[src/ufts_pkg.sv]
// Shared constants and carrier types for the unimplemented floating-point trap sequencer.
package ufts_pkg;

  // Opcode fields of a line-1111 instruction word.
  localparam logic [3:0] OPC_FLINE = 4'hf;
  localparam logic [2:0] OPC_FP_CPID = 3'h1;
  localparam logic [2:0] OPC_FP_TYPE_MAX = 3'h5;

  // Effective-address mode field values.
  localparam logic [2:0] EAM_AN_IND = 3'h2;
  localparam logic [2:0] EAM_AN_POST = 3'h3;
  localparam logic [2:0] EAM_AN_PRE = 3'h4;
  localparam logic [2:0] EAM_AN_D16 = 3'h5;
  localparam logic [2:0] EAM_AN_IDX = 3'h6;
  localparam logic [2:0] EAM_EXT = 3'h7;
  localparam logic [2:0] EXT_ABS_W = 3'h0;
  localparam logic [2:0] EXT_ABS_L = 3'h1;
  localparam logic [2:0] EXT_PC_D16 = 3'h2;
  localparam logic [2:0] EXT_PC_IDX = 3'h3;
  localparam logic [31:0] PC_EXT_OFS = 32'h00000002;

  // Status word bit positions.
  localparam int SR_T1_BIT = 15;
  localparam int SR_T0_BIT = 14;
  localparam int SR_S_BIT = 13;

  // Frame layout: eight 16-bit words pushed as four longwords.
  localparam logic [3:0] FRAME_FMT_FP = 4'h4;
  localparam logic [11:0] FLINE_VEC_OFS = 12'h02c;
  localparam int FRAME_LWORDS = 4;
  localparam logic [31:0] FRAME_BYTES = 32'h00000010;
  localparam logic [31:0] LWORD_BYTES = 32'h00000004;

  // APB register byte offsets.
  localparam logic [11:0] REG_CTRL = 12'h000;
  localparam logic [11:0] REG_IRQ_STAT = 12'h004;
  localparam logic [11:0] REG_IRQ_CLR = 12'h008;
  localparam logic [11:0] REG_IRQ_EN = 12'h00c;
  localparam logic [11:0] REG_VBR = 12'h010;
  localparam logic [11:0] REG_COUNT = 12'h014;
  localparam logic [11:0] REG_STATE = 12'h018;
  localparam logic [31:0] CTRL_RST = 32'h00000001;
  localparam logic [31:0] VBR_RST = 32'h00000000;

  // Interrupt event bits.
  localparam int EV_W = 3;
  localparam int EV_FP_TRAP = 0;
  localparam int EV_AE_DRAIN = 1;
  localparam int EV_OTHER_FLINE = 2;

  // Sequencer states.
  typedef enum logic [3:0] {
    UFTS_IDLE, UFTS_DECODE, UFTS_DRAIN, UFTS_AE_WAIT, UFTS_LATCH,
    UFTS_LOAD, UFTS_PRIME, UFTS_PUSH, UFTS_VEC_REQ, UFTS_VEC_WAIT, UFTS_START
  } ufts_state_e;

  // Instruction handed over by the integer pipeline.
  typedef struct packed {
    logic valid;
    logic [15:0] opcode;
    logic [31:0] ext;
    logic [31:0] an;
    logic [31:0] xn;
    logic [31:0] pc;
    logic [31:0] next_pc;
    logic [3:0] size_bytes;
  } ufts_instr_s;

  // Request toward supervisor stack and vector memory.
  typedef struct packed {
    logic valid;
    logic we;
    logic [31:0] addr;
    logic [31:0] wdata;
  } ufts_mem_req_s;

  // Answer from memory.
  typedef struct packed {
    logic ready;
    logic [31:0] rdata;
  } ufts_mem_rsp_s;

  // APB slave request and answer.
  typedef struct packed {
    logic psel;
    logic penable;
    logic pwrite;
    logic [11:0] paddr;
    logic [31:0] pwdata;
  } ufts_apb_req_s;

  typedef struct packed {
    logic pready;
    logic pslverr;
    logic [31:0] prdata;
  } ufts_apb_rsp_s;

endpackage

[src/ufts_frame_mem.sv]
// Small frame staging memory with registered read data.
`timescale 1ns/10ps
module ufts_frame_mem #(
  parameter int DEPTH = 4,
  parameter int WIDTH = 32
) (
  input wire logic clk,
  input wire logic rst,
  input wire logic we,
  input wire logic [$clog2(DEPTH)-1:0] waddr,
  input wire logic [WIDTH-1:0] wdata,
  input wire logic [$clog2(DEPTH)-1:0] raddr,
  output logic [WIDTH-1:0] rdata
);
  import ufts_pkg::*;

  // The frame needs at least as many words as it pushes.
  if (DEPTH < FRAME_LWORDS) begin : g_depth_chk
    $error("ufts_frame_mem depth too small for a frame.");
  end

  // All state of the memory.
  typedef struct packed {
    logic [DEPTH-1:0][WIDTH-1:0] words;
    logic [WIDTH-1:0] rdata;
  } ufts_fmem_s;

  ufts_fmem_s st;
  ufts_fmem_s next_st;

  ////////////////////////////////////////////////////////////////////////////
  // Read is registered so the pushed data come straight from a flop; a write
  // to the word being read shows one cycle later, which the sequencer allows.
  always_comb begin
    next_st = st;
    if (we) begin
      next_st.words[waddr] = wdata;
    end
    next_st.rdata = st.words[raddr];
  end

  // Register the state.
  always_ff @(posedge clk or posedge rst) begin
    if (rst) begin
      st <= '0;
    end else begin
      st <= next_st;
    end
  end

  assign rdata = st.rdata;
endmodule

[src/ufts_sequencer.sv]
// Trap sequencer that routes floating-point opcodes to the line-1111 trap with a format 4 frame.
//
// Design decisions made here: the placing of the registers and register access over APB.
`timescale 1ns/10ps
// What this block does
// (RULE1) Every legal floating-point opcode traps as unimplemented.
// (RULE2) Build eight-word format 4 frame before vectoring.
// (RULE3) Only floating-point opcodes get the format 4 frame.
// (RULE4) Partially decode and compute operand address first.
// (RULE5) Wait for earlier work and write-backs.
// (RULE6) Drain access error raises trap, marks pending.
// (RULE7) After handler return, start trap without re-executing.
// (RULE8) Latch status word, set supervisor, clear trace.
// (RULE9) Frame holds status, counters, vector offset, address.
// (RULE10) Address word uses the instruction's own mode.
// (RULE11) Predecrement stack, fetch vector, start handler.
module ufts_sequencer (
  input wire logic clk,
  input wire logic rst,
  input ufts_pkg::ufts_instr_s instr,
  output logic instr_ready,
  input wire logic earlier_busy,
  input wire logic wb_pending,
  input wire logic wb_acc_err,
  input wire logic ae_handler_done,
  input wire logic [15:0] status_word_in,
  input wire logic [31:0] ssp_in,
  output logic [15:0] status_word_out,
  output logic status_word_load,
  output logic [31:0] ssp_out,
  output logic ssp_load,
  output logic ae_trap,
  output logic ae_fp_pending,
  output logic other_fline_trap,
  output logic [31:0] handler_pc,
  output logic handler_start,
  output logic busy,
  output ufts_pkg::ufts_mem_req_s mem_req,
  input ufts_pkg::ufts_mem_rsp_s mem_rsp,
  input ufts_pkg::ufts_apb_req_s apb_req,
  output ufts_pkg::ufts_apb_rsp_s apb_rsp,
  output logic irq
);
  import ufts_pkg::*;

  localparam int IDXW = $clog2(FRAME_LWORDS);
  localparam logic [IDXW-1:0] LAST_IDX = IDXW'(FRAME_LWORDS - 1);

  // All state of the sequencer.
  typedef struct packed {
    ufts_state_e state;
    logic [15:0] opcode;
    logic [31:0] fault_pc;
    logic [31:0] next_pc;
    logic [31:0] ea;
    logic [15:0] sr_copy;
    logic [31:0] sp;
    logic [IDXW-1:0] idx;
    logic fp_pending;
    ufts_mem_req_s req;
    logic [15:0] sr_out;
    logic sr_load;
    logic [31:0] ssp;
    logic ssp_load;
    logic ae_trap;
    logic other_trap;
    logic [31:0] hpc;
    logic hstart;
    logic [31:0] ctrl;
    logic [EV_W-1:0] ev_stat;
    logic [EV_W-1:0] ev_en;
    logic [31:0] vbr;
    logic [31:0] count;
    logic [31:0] prdata;
    logic pslverr;
  } ufts_seq_s;

  ufts_seq_s st;
  ufts_seq_s next_st;

  logic fm_we;
  logic [IDXW-1:0] fm_waddr;
  logic [31:0] fm_wdata;
  logic [31:0] fm_rdata;

  ////////////////////////////////////////////////////////////////////////////
  // Helper functions.

  // A legal floating-point opcode: line 1111, coprocessor 1, a defined type.
  function automatic logic is_fp_op(input logic [15:0] op);
    is_fp_op = (op[15:12] == OPC_FLINE) && (op[11:9] == OPC_FP_CPID) && (op[8:6] <= OPC_FP_TYPE_MAX);
  endfunction

  // Sign-extend a 16-bit displacement.
  function automatic logic [31:0] sext16(input logic [15:0] d);
    sext16 = {{16{d[15]}}, d};
  endfunction

  // Sign-extend an 8-bit displacement.
  function automatic logic [31:0] sext8(input logic [7:0] d);
    sext8 = {{24{d[7]}}, d};
  endfunction

  // Operand address from the instruction's own mode; register and immediate
  // operands have no memory address, so the word reads zero for them.
  function automatic logic [31:0] ea_calc(input ufts_instr_s i);
    logic [31:0] pcx;
    pcx = i.pc + PC_EXT_OFS;
    case (i.opcode[5:3])
      EAM_AN_IND: ea_calc = i.an;
      EAM_AN_POST: ea_calc = i.an;
      EAM_AN_PRE: ea_calc = i.an - {28'h0000000, i.size_bytes};
      EAM_AN_D16: ea_calc = i.an + sext16(i.ext[15:0]);
      EAM_AN_IDX: ea_calc = i.an + i.xn + sext8(i.ext[7:0]);
      EAM_EXT: begin
        case (i.opcode[2:0])
          EXT_ABS_W: ea_calc = sext16(i.ext[15:0]);
          EXT_ABS_L: ea_calc = i.ext;
          EXT_PC_D16: ea_calc = pcx + sext16(i.ext[15:0]);
          EXT_PC_IDX: ea_calc = pcx + i.xn + sext8(i.ext[7:0]);
          default: ea_calc = 32'h00000000;
        endcase
      end
      default: ea_calc = 32'h00000000;
    endcase
  endfunction

  // One longword of the format 4 frame, lowest address first.
  function automatic logic [31:0] frame_word(input logic [IDXW-1:0] k, input ufts_seq_s s);
    case (k)
      IDXW'(0): frame_word = {s.sr_copy, s.next_pc[31:16]};
      IDXW'(1): frame_word = {s.next_pc[15:0], FRAME_FMT_FP, FLINE_VEC_OFS};
      IDXW'(2): frame_word = s.ea;
      default: frame_word = s.fault_pc;
    endcase
  endfunction

  ////////////////////////////////////////////////////////////////////////////
  // Frame staging memory; the push reads it back word by word. The read
  // address is the index of the coming cycle, so the registered word already
  // stands in PRIME instead of trailing one longword behind.
  ufts_frame_mem #(
    .DEPTH(FRAME_LWORDS),
    .WIDTH(32)
  ) u_frame_mem (
    .clk(clk),
    .rst(rst),
    .we(fm_we),
    .waddr(fm_waddr),
    .wdata(fm_wdata),
    .raddr(next_st.idx),
    .rdata(fm_rdata)
  );

  // Frame words are written during the load state only.
  always_comb begin
    fm_we = (st.state == UFTS_LOAD);
    fm_waddr = st.idx;
    fm_wdata = frame_word(st.idx, st);
  end

  ////////////////////////////////////////////////////////////////////////////
  // Next-state logic for the sequencer and its registers.
  always_comb begin
    logic [EV_W-1:0] ev_set;
    logic apb_wr;
    ev_set = '0;
    next_st = st;
    next_st.sr_load = 1'b0;
    next_st.ssp_load = 1'b0;
    next_st.ae_trap = 1'b0;
    next_st.other_trap = 1'b0;
    next_st.hstart = 1'b0;
    apb_wr = apb_req.psel && apb_req.penable && apb_req.pwrite;

    case (st.state)
      // Accept an instruction when enabled and sort it.
      UFTS_IDLE: begin
        if (instr.valid && st.ctrl[0]) begin
          if (is_fp_op(instr.opcode)) begin // [RULE1] [RULE3]
            next_st.opcode = instr.opcode;
            next_st.fault_pc = instr.pc;
            next_st.next_pc = instr.next_pc;
            next_st.ea = ea_calc(instr); // [RULE4] [RULE10]
            next_st.state = UFTS_DECODE;
          end else if (instr.opcode[15:12] == OPC_FLINE) begin
            // Other line-1111 words take the ordinary trap path outside.
            next_st.other_trap = 1'b1; // [RULE3]
            ev_set[EV_OTHER_FLINE] = 1'b1;
          end
        end
      end
      // Address is now held; exception work may proceed.
      UFTS_DECODE: begin
        next_st.state = UFTS_DRAIN; // [RULE4]
      end
      // Hold off until earlier instructions and write-backs are done.
      UFTS_DRAIN: begin
        if (wb_acc_err) begin
          next_st.ae_trap = 1'b1; // [RULE6]
          next_st.fp_pending = 1'b1; // [RULE6]
          ev_set[EV_AE_DRAIN] = 1'b1;
          next_st.state = UFTS_AE_WAIT;
        end else if (!earlier_busy && !wb_pending) begin
          next_st.state = UFTS_LATCH; // [RULE5]
        end
      end
      // The access error handler runs; its return resumes this trap directly.
      UFTS_AE_WAIT: begin
        if (ae_handler_done) begin
          next_st.fp_pending = 1'b0;
          next_st.state = UFTS_LATCH; // [RULE7]
        end
      end
      // Copy the status word, then go supervisor with tracing off.
      UFTS_LATCH: begin
        next_st.sr_copy = status_word_in; // [RULE8]
        next_st.sr_out = status_word_in;
        next_st.sr_out[SR_S_BIT] = 1'b1; // [RULE8]
        next_st.sr_out[SR_T1_BIT] = 1'b0; // [RULE8]
        next_st.sr_out[SR_T0_BIT] = 1'b0; // [RULE8]
        next_st.sr_load = 1'b1;
        next_st.sp = ssp_in - FRAME_BYTES; // [RULE11]
        next_st.idx = '0;
        next_st.state = UFTS_LOAD;
      end
      // Fill the staging memory one longword per cycle.
      UFTS_LOAD: begin
        if (st.idx == LAST_IDX) begin
          next_st.idx = '0;
          next_st.state = UFTS_PRIME; // [RULE2] [RULE9]
        end else begin
          next_st.idx = st.idx + IDXW'(1);
        end
      end
      // Registered read needs one cycle before the word can be pushed.
      UFTS_PRIME: begin
        next_st.req.valid = 1'b1;
        next_st.req.we = 1'b1;
        next_st.req.addr = st.sp + 32'({st.idx, 2'b00});
        next_st.req.wdata = fm_rdata;
        next_st.state = UFTS_PUSH;
      end
      // Hold each write until memory takes it.
      UFTS_PUSH: begin
        if (mem_rsp.ready) begin
          next_st.req.valid = 1'b0;
          if (st.idx == LAST_IDX) begin
            next_st.ssp = st.sp; // [RULE11]
            next_st.ssp_load = 1'b1;
            next_st.state = UFTS_VEC_REQ;
          end else begin
            next_st.idx = st.idx + IDXW'(1);
            next_st.state = UFTS_PRIME;
          end
        end
      end
      // Fetch the line-1111 vector.
      UFTS_VEC_REQ: begin
        next_st.req.valid = 1'b1;
        next_st.req.we = 1'b0;
        next_st.req.addr = st.vbr + {20'h00000, FLINE_VEC_OFS}; // [RULE11]
        next_st.req.wdata = 32'h00000000;
        next_st.state = UFTS_VEC_WAIT;
      end
      UFTS_VEC_WAIT: begin
        if (mem_rsp.ready) begin
          next_st.req.valid = 1'b0;
          next_st.hpc = mem_rsp.rdata;
          next_st.state = UFTS_START;
        end
      end
      // Start the handler at the fetched address.
      UFTS_START: begin
        next_st.hstart = 1'b1; // [RULE11]
        next_st.count = st.count + 32'h00000001;
        ev_set[EV_FP_TRAP] = 1'b1;
        next_st.state = UFTS_IDLE;
      end
      default: begin
        next_st.state = UFTS_IDLE;
      end
    endcase

    // APB writes take effect in the access phase.
    if (apb_wr) begin
      case (apb_req.paddr)
        REG_CTRL: next_st.ctrl = apb_req.pwdata;
        REG_IRQ_EN: next_st.ev_en = apb_req.pwdata[EV_W-1:0];
        REG_VBR: next_st.vbr = apb_req.pwdata;
        REG_IRQ_CLR: next_st.ev_stat = st.ev_stat & ~apb_req.pwdata[EV_W-1:0];
        default: next_st.ev_stat = next_st.ev_stat;
      endcase
    end
    // A new event beats a clear in the same cycle.
    next_st.ev_stat = next_st.ev_stat | ev_set;

    // Read data and error are prepared in the setup phase.
    if (apb_req.psel && !apb_req.penable) begin
      next_st.pslverr = 1'b0;
      case (apb_req.paddr)
        REG_CTRL: next_st.prdata = st.ctrl;
        REG_IRQ_STAT: next_st.prdata = {{(32-EV_W){1'b0}}, st.ev_stat};
        REG_IRQ_CLR: next_st.prdata = 32'h00000000;
        REG_IRQ_EN: next_st.prdata = {{(32-EV_W){1'b0}}, st.ev_en};
        REG_VBR: next_st.prdata = st.vbr;
        REG_COUNT: next_st.prdata = st.count;
        REG_STATE: next_st.prdata = {27'h0000000, st.fp_pending, st.state};
        default: begin
          next_st.prdata = 32'h00000000;
          next_st.pslverr = 1'b1;
        end
      endcase
    end
  end

  ////////////////////////////////////////////////////////////////////////////
  // Register the whole state.
  always_ff @(posedge clk or posedge rst) begin
    if (rst) begin
      st <= '0;
      st.state <= UFTS_IDLE;
      st.ctrl <= CTRL_RST;
      st.vbr <= VBR_RST;
    end else begin
      st <= next_st;
    end
  end

  ////////////////////////////////////////////////////////////////////////////
  // Outputs; zero-wait APB, so pready is constant high.
  always_comb begin
    instr_ready = (st.state == UFTS_IDLE);
    status_word_out = st.sr_out;
    status_word_load = st.sr_load;
    ssp_out = st.ssp;
    ssp_load = st.ssp_load;
    ae_trap = st.ae_trap;
    ae_fp_pending = st.fp_pending; // [RULE6]
    other_fline_trap = st.other_trap;
    handler_pc = st.hpc;
    handler_start = st.hstart;
    busy = (st.state != UFTS_IDLE);
    mem_req = st.req;
    apb_rsp.pready = 1'b1;
    apb_rsp.pslverr = st.pslverr;
    apb_rsp.prdata = st.prdata;
    irq = |(st.ev_stat & st.ev_en);
  end
endmodule

[config.mk]
export PLATFORM = sky130hd
export DESIGN_NAME = ufts_sequencer
export DESIGN_NICKNAME = d
export VERILOG_FILES = /design/src/ufts_pkg.sv /design/src/ufts_frame_mem.sv /design/src/ufts_sequencer.sv
export SDC_FILE = /design/constraint.sdc
export NUM_CORES = 2
export LEC_CHECK = 0
export BUFFER_PORTS_ARGS = -buffer_cell sky130_fd_sc_hd__buf_2
export CAP_MARGIN = 20
export CORE_MARGIN = 2
export CORE_UTILIZATION = 56
export DETAILED_ROUTE_END_ITERATION = 12
export GPL_ROUTABILITY_DRIVEN = 0
export PLACE_DENSITY_LB_ADDON = 0.08
export SYNTH_ARGS = -nofsm -noshare
export SYNTH_HDL_FRONTEND = slang
export SYNTH_SLANG_ARGS = --single-unit
[constraint.sdc]
create_clock -name clk -period 47.2 [get_ports clk]
set_input_delay 11.8 -clock clk [delete_from_list [all_inputs] [get_ports clk]]
set_output_delay 11.8 -clock clk [all_outputs]
set_load 0.005 [all_outputs]
==> summary.txt <==
Timing
  • Final worst path period need: between 15 and 20 ns
  • Fin crit share: around a third
  • Final setup violation count: 0
  • Max Fclk: 61.9 MHz
  • Clock skew: 0.0388 ns
  • TNS Setup: 0 ns
  • Final hold violations: 0
  • Pin slew with the least headroom to its limit: between 1 and 1.5 ns
  • RSZ-0062 raised after global routing: no
  • Relative slew slack: approximately a quarter
  • Max Slew Vio Count: 0

GRT
  • M1 GR Usage: 41.2%
  • Initial antenna violation count: 17
  • Global Route met2 Usage: around 53%
  • Layer with the highest usage: met2
  • First-pass GRT wire length: around 160 mm
  • GR Util met3: 5.30%
  • Vias in the first global route: 28.2k
  • All-Layer GR Usage: around a third
  • Largest net degree at the start of global routing: 165
  • Grt total ovfl: 0

Floorplanning
  • Die ar.: 66500 µm²
  • Initial Util: 56.3%
  • Cell row count: 93
  • Core Region: 64100 µm²
  • Die Span Y: 258 µm
  • I/O pin total: 504
  • Die Wd: 258 µm

Synth
  • Post-Syn Area: 36100 µm²
  • Synth Warn #: 0
  • FFs w/ async S/R, synth: 100%
  • Top FF cell, synth: dfrtp_1
  • Sequential share of the synthesized area: 40.3%
  • Synth unique cells: 89
  • #FFs+latches synth: 582
  • EDFF count, synth: 0
  • Syn Inst Count: around 3.8k
  • Avg Cell Area, Syn: 9.53 µm²

Flow run
  • Max-Cap Viols: 0

Final layout
  • Area of the multi-input gates: 19200 µm²
  • Final cell count without fillers: 4939
  • Nets: 4549
  • Commonest non-fill, non-tap cell in the layout: dfrtp_1
  • Fill cells: 5504
  • Share of layout cells above drive strength 1: 21.8%
  • FF/Latch Area: 14600 µm²
  • Most frequent cells in the layout: 581 x dfrtp_1, 564 x nand2_1, 499 x buf_2, 233 x o21ai_0, 232 x a21oi_1
  • Area grow syn2layout: 11.5%
  • Utilization after layout: 62.8%

Status
  • Outcome: complete, no violations

Worst hold path
  • Hold Path End: st[421]
  • Hold Path Depth: 2
  • Path type of the worst min-delay path: reg2reg
  • Hold Path Origin: st[421]

Detailed routing
  • Vias/cell: 5.97
  • DRT antenna net count: 0
  • DRC: 0
  • Vias: just under 30k
  • Final wirelength: ~110 mm
  • DR WL/cell: between 20 and 25 µm
  • DR pass1 iterations: 6
  • Initial drt markers: approximately 2.6k

Place
  • Dpl hpwl: 79.2 mm
  • Dpl cells: 4819
  • Port buffer count: around 500

CTS
  • Clock buffer depth: 3
  • Post-CTS sizing: 0
  • CTS clk-pin slew, worst paths: about 0.060 ns
  • Clock latency on the worst-skew pair: 0.63 ns
  • Clock sink count: 582
  • H-tree levels: 3
  • Hold-fix buffer count after cts: 0
  • Root Buffer: clkbuf_16
  • Setup Buffers After CTS: 0
  • Cts bufs inserted: 66
  • CTS tree: built

Setup path
  • Reg-to-reg critical path endpoint: st[353]
  • Crit path DAT: 16.64 ns
  • Endpoint kind of the worst setup timing path: register
  • Critical Path Fanout Max: 8
  • Critical path class: in2reg
  • Worst-case reg-to-reg path depth: 9
  • Critical Path RT: roughly 48 ns
  • CP Launch Type: input pin
  • Reg2reg setup slack: 43.55 ns
  • R2r startpoint: st[449]

Power
  • Leakage: between 15 and 20 nW
  • Peak supply drop: ~0.000030 V
  • Power per Cell Area: 45.3 nW/µm²
[where the power goes]
group | internal (mW) | total, mW | switching (mW)
registers | 0.610 | 0.685 | 0.0755
logic | 0.251 | 0.621 | 0.370
clock network | 0.298 | 0.518 | 0.220
total | 1.16 | 1.82 | 0.666
[synth_stat cells (47+ instances only)]
cell type	n	share of area, %
nand3_1	66	0.91
nor2_1	212	2.2
buf_4	180	3.7
nand2_1	564	5.9
clkbuf_1	156	1.6
o21ai_0	234	3.2
a31oi_1	49	0.85
ha_1	134	4.6
mux2_2	196	6.1
dfrtp_1	581	40
xor2_1	103	2.5
inv_1	83	0.86
a211oi_1	52	1.1
xnor2_1	148	3.6
a21oi_1	232	3.2
fa_1	67	3.7
mux2i_1	47	1.3
a21o_1	58	1.2
[cell families after synthesis]
logic type               count (synthesis)  share of synthesized area (%)
AO/OA/AOI/OAI                          949                           17.2
XOR/XNOR                               251                           6.09
adder cells (fa/ha/maj)                201                           8.36
buffers and inverters                  450                           6.65
flip-flops                             582                           40.3
multiplexers                           243                           7.42
other                                    2                         0.0208
AND/OR/NAND/NOR                       1111                           13.9
[metrics by stage]
stage | hold WS (ns) | setup WS [ns] | total power, mW | cell area [µm²]
final | 0.462 | 31.04 | 1.82 | 40300
after global placement | 0.446 | 30.62 | 1.30 | 38000
after detailed placement | 0.451 | 30.58 | 1.31 | 38000
after floorplan | 0.433 | 19.12 | 1.15 | 36100
after CTS | 0.464 | 31.19 | 1.83 | 40200
after global routing | 0.478 | 30.68 | 1.93 | 40300
[metal layers]
metal | wire length (µm) | vias to the layer above
met2 | 51700 | 1101
met4 | 4130 | 16
met3 | 7000 | 223
met5 | 96 | -
li1 | - | 13838
met1 | 43900 | 14311
[critical path: stages]
cell and delay (ns):
buf_2 0.14, and3_1 0.18, and3_1 0.23, nand2_1 0.07, nor2_1 0.23, nand3_1 0.26
inv_1 0.27, nand2_1 0.11, xnor2_1 0.32, fa_1 0.48, ha_1 0.42, a211oi_1 0.25
o21bai_1 0.10, a21o_1 0.17, a21oi_1 0.17, a21oi_1 0.14, o41ai_2 0.46, o221ai_1 0.24
mux2i_1 0.17, a221oi_1 0.29, a21oi_1 0.11
[state kept, by name, summed over array words and instances, names as in the netlist, 2 cells and up]
| name | count |
|---|---|
| handler_pc | 32 |
| ssp_out | 32 |
| mem_req | 66 |
| u_frame_mem.rdata | 32 |
| st | 250 |
| apb_rsp | 33 |
| fm_waddr | 2 |
| u_frame_mem.st | 128 |
[final cells by class]
cell class,count,share of cell area (%)
antenna,4,0.0249
timing repair buffer,541,7.07
multi-input combinational,2758,47.8
tap,855,2.66
sequential,582,36.2
clock buffer,94,4.76
inverter,84,0.802
clock inverter,21,0.712
[how the worst max path moves through the flow]
stage | slack, ns | start | end
after global placement | 30.62 | instr[39] | st[368]
after floorplan | 19.12 | rst | ae_fp_pending
after detailed placement | 30.58 | instr[39] | st[368]
after global routing | 30.68 | instr[39] | st[368]
final | 31.04 | instr[39] | st[368]
after CTS | 31.19 | instr[39] | st[368]
Note: power is estimated with default switching activity, not from simulation.
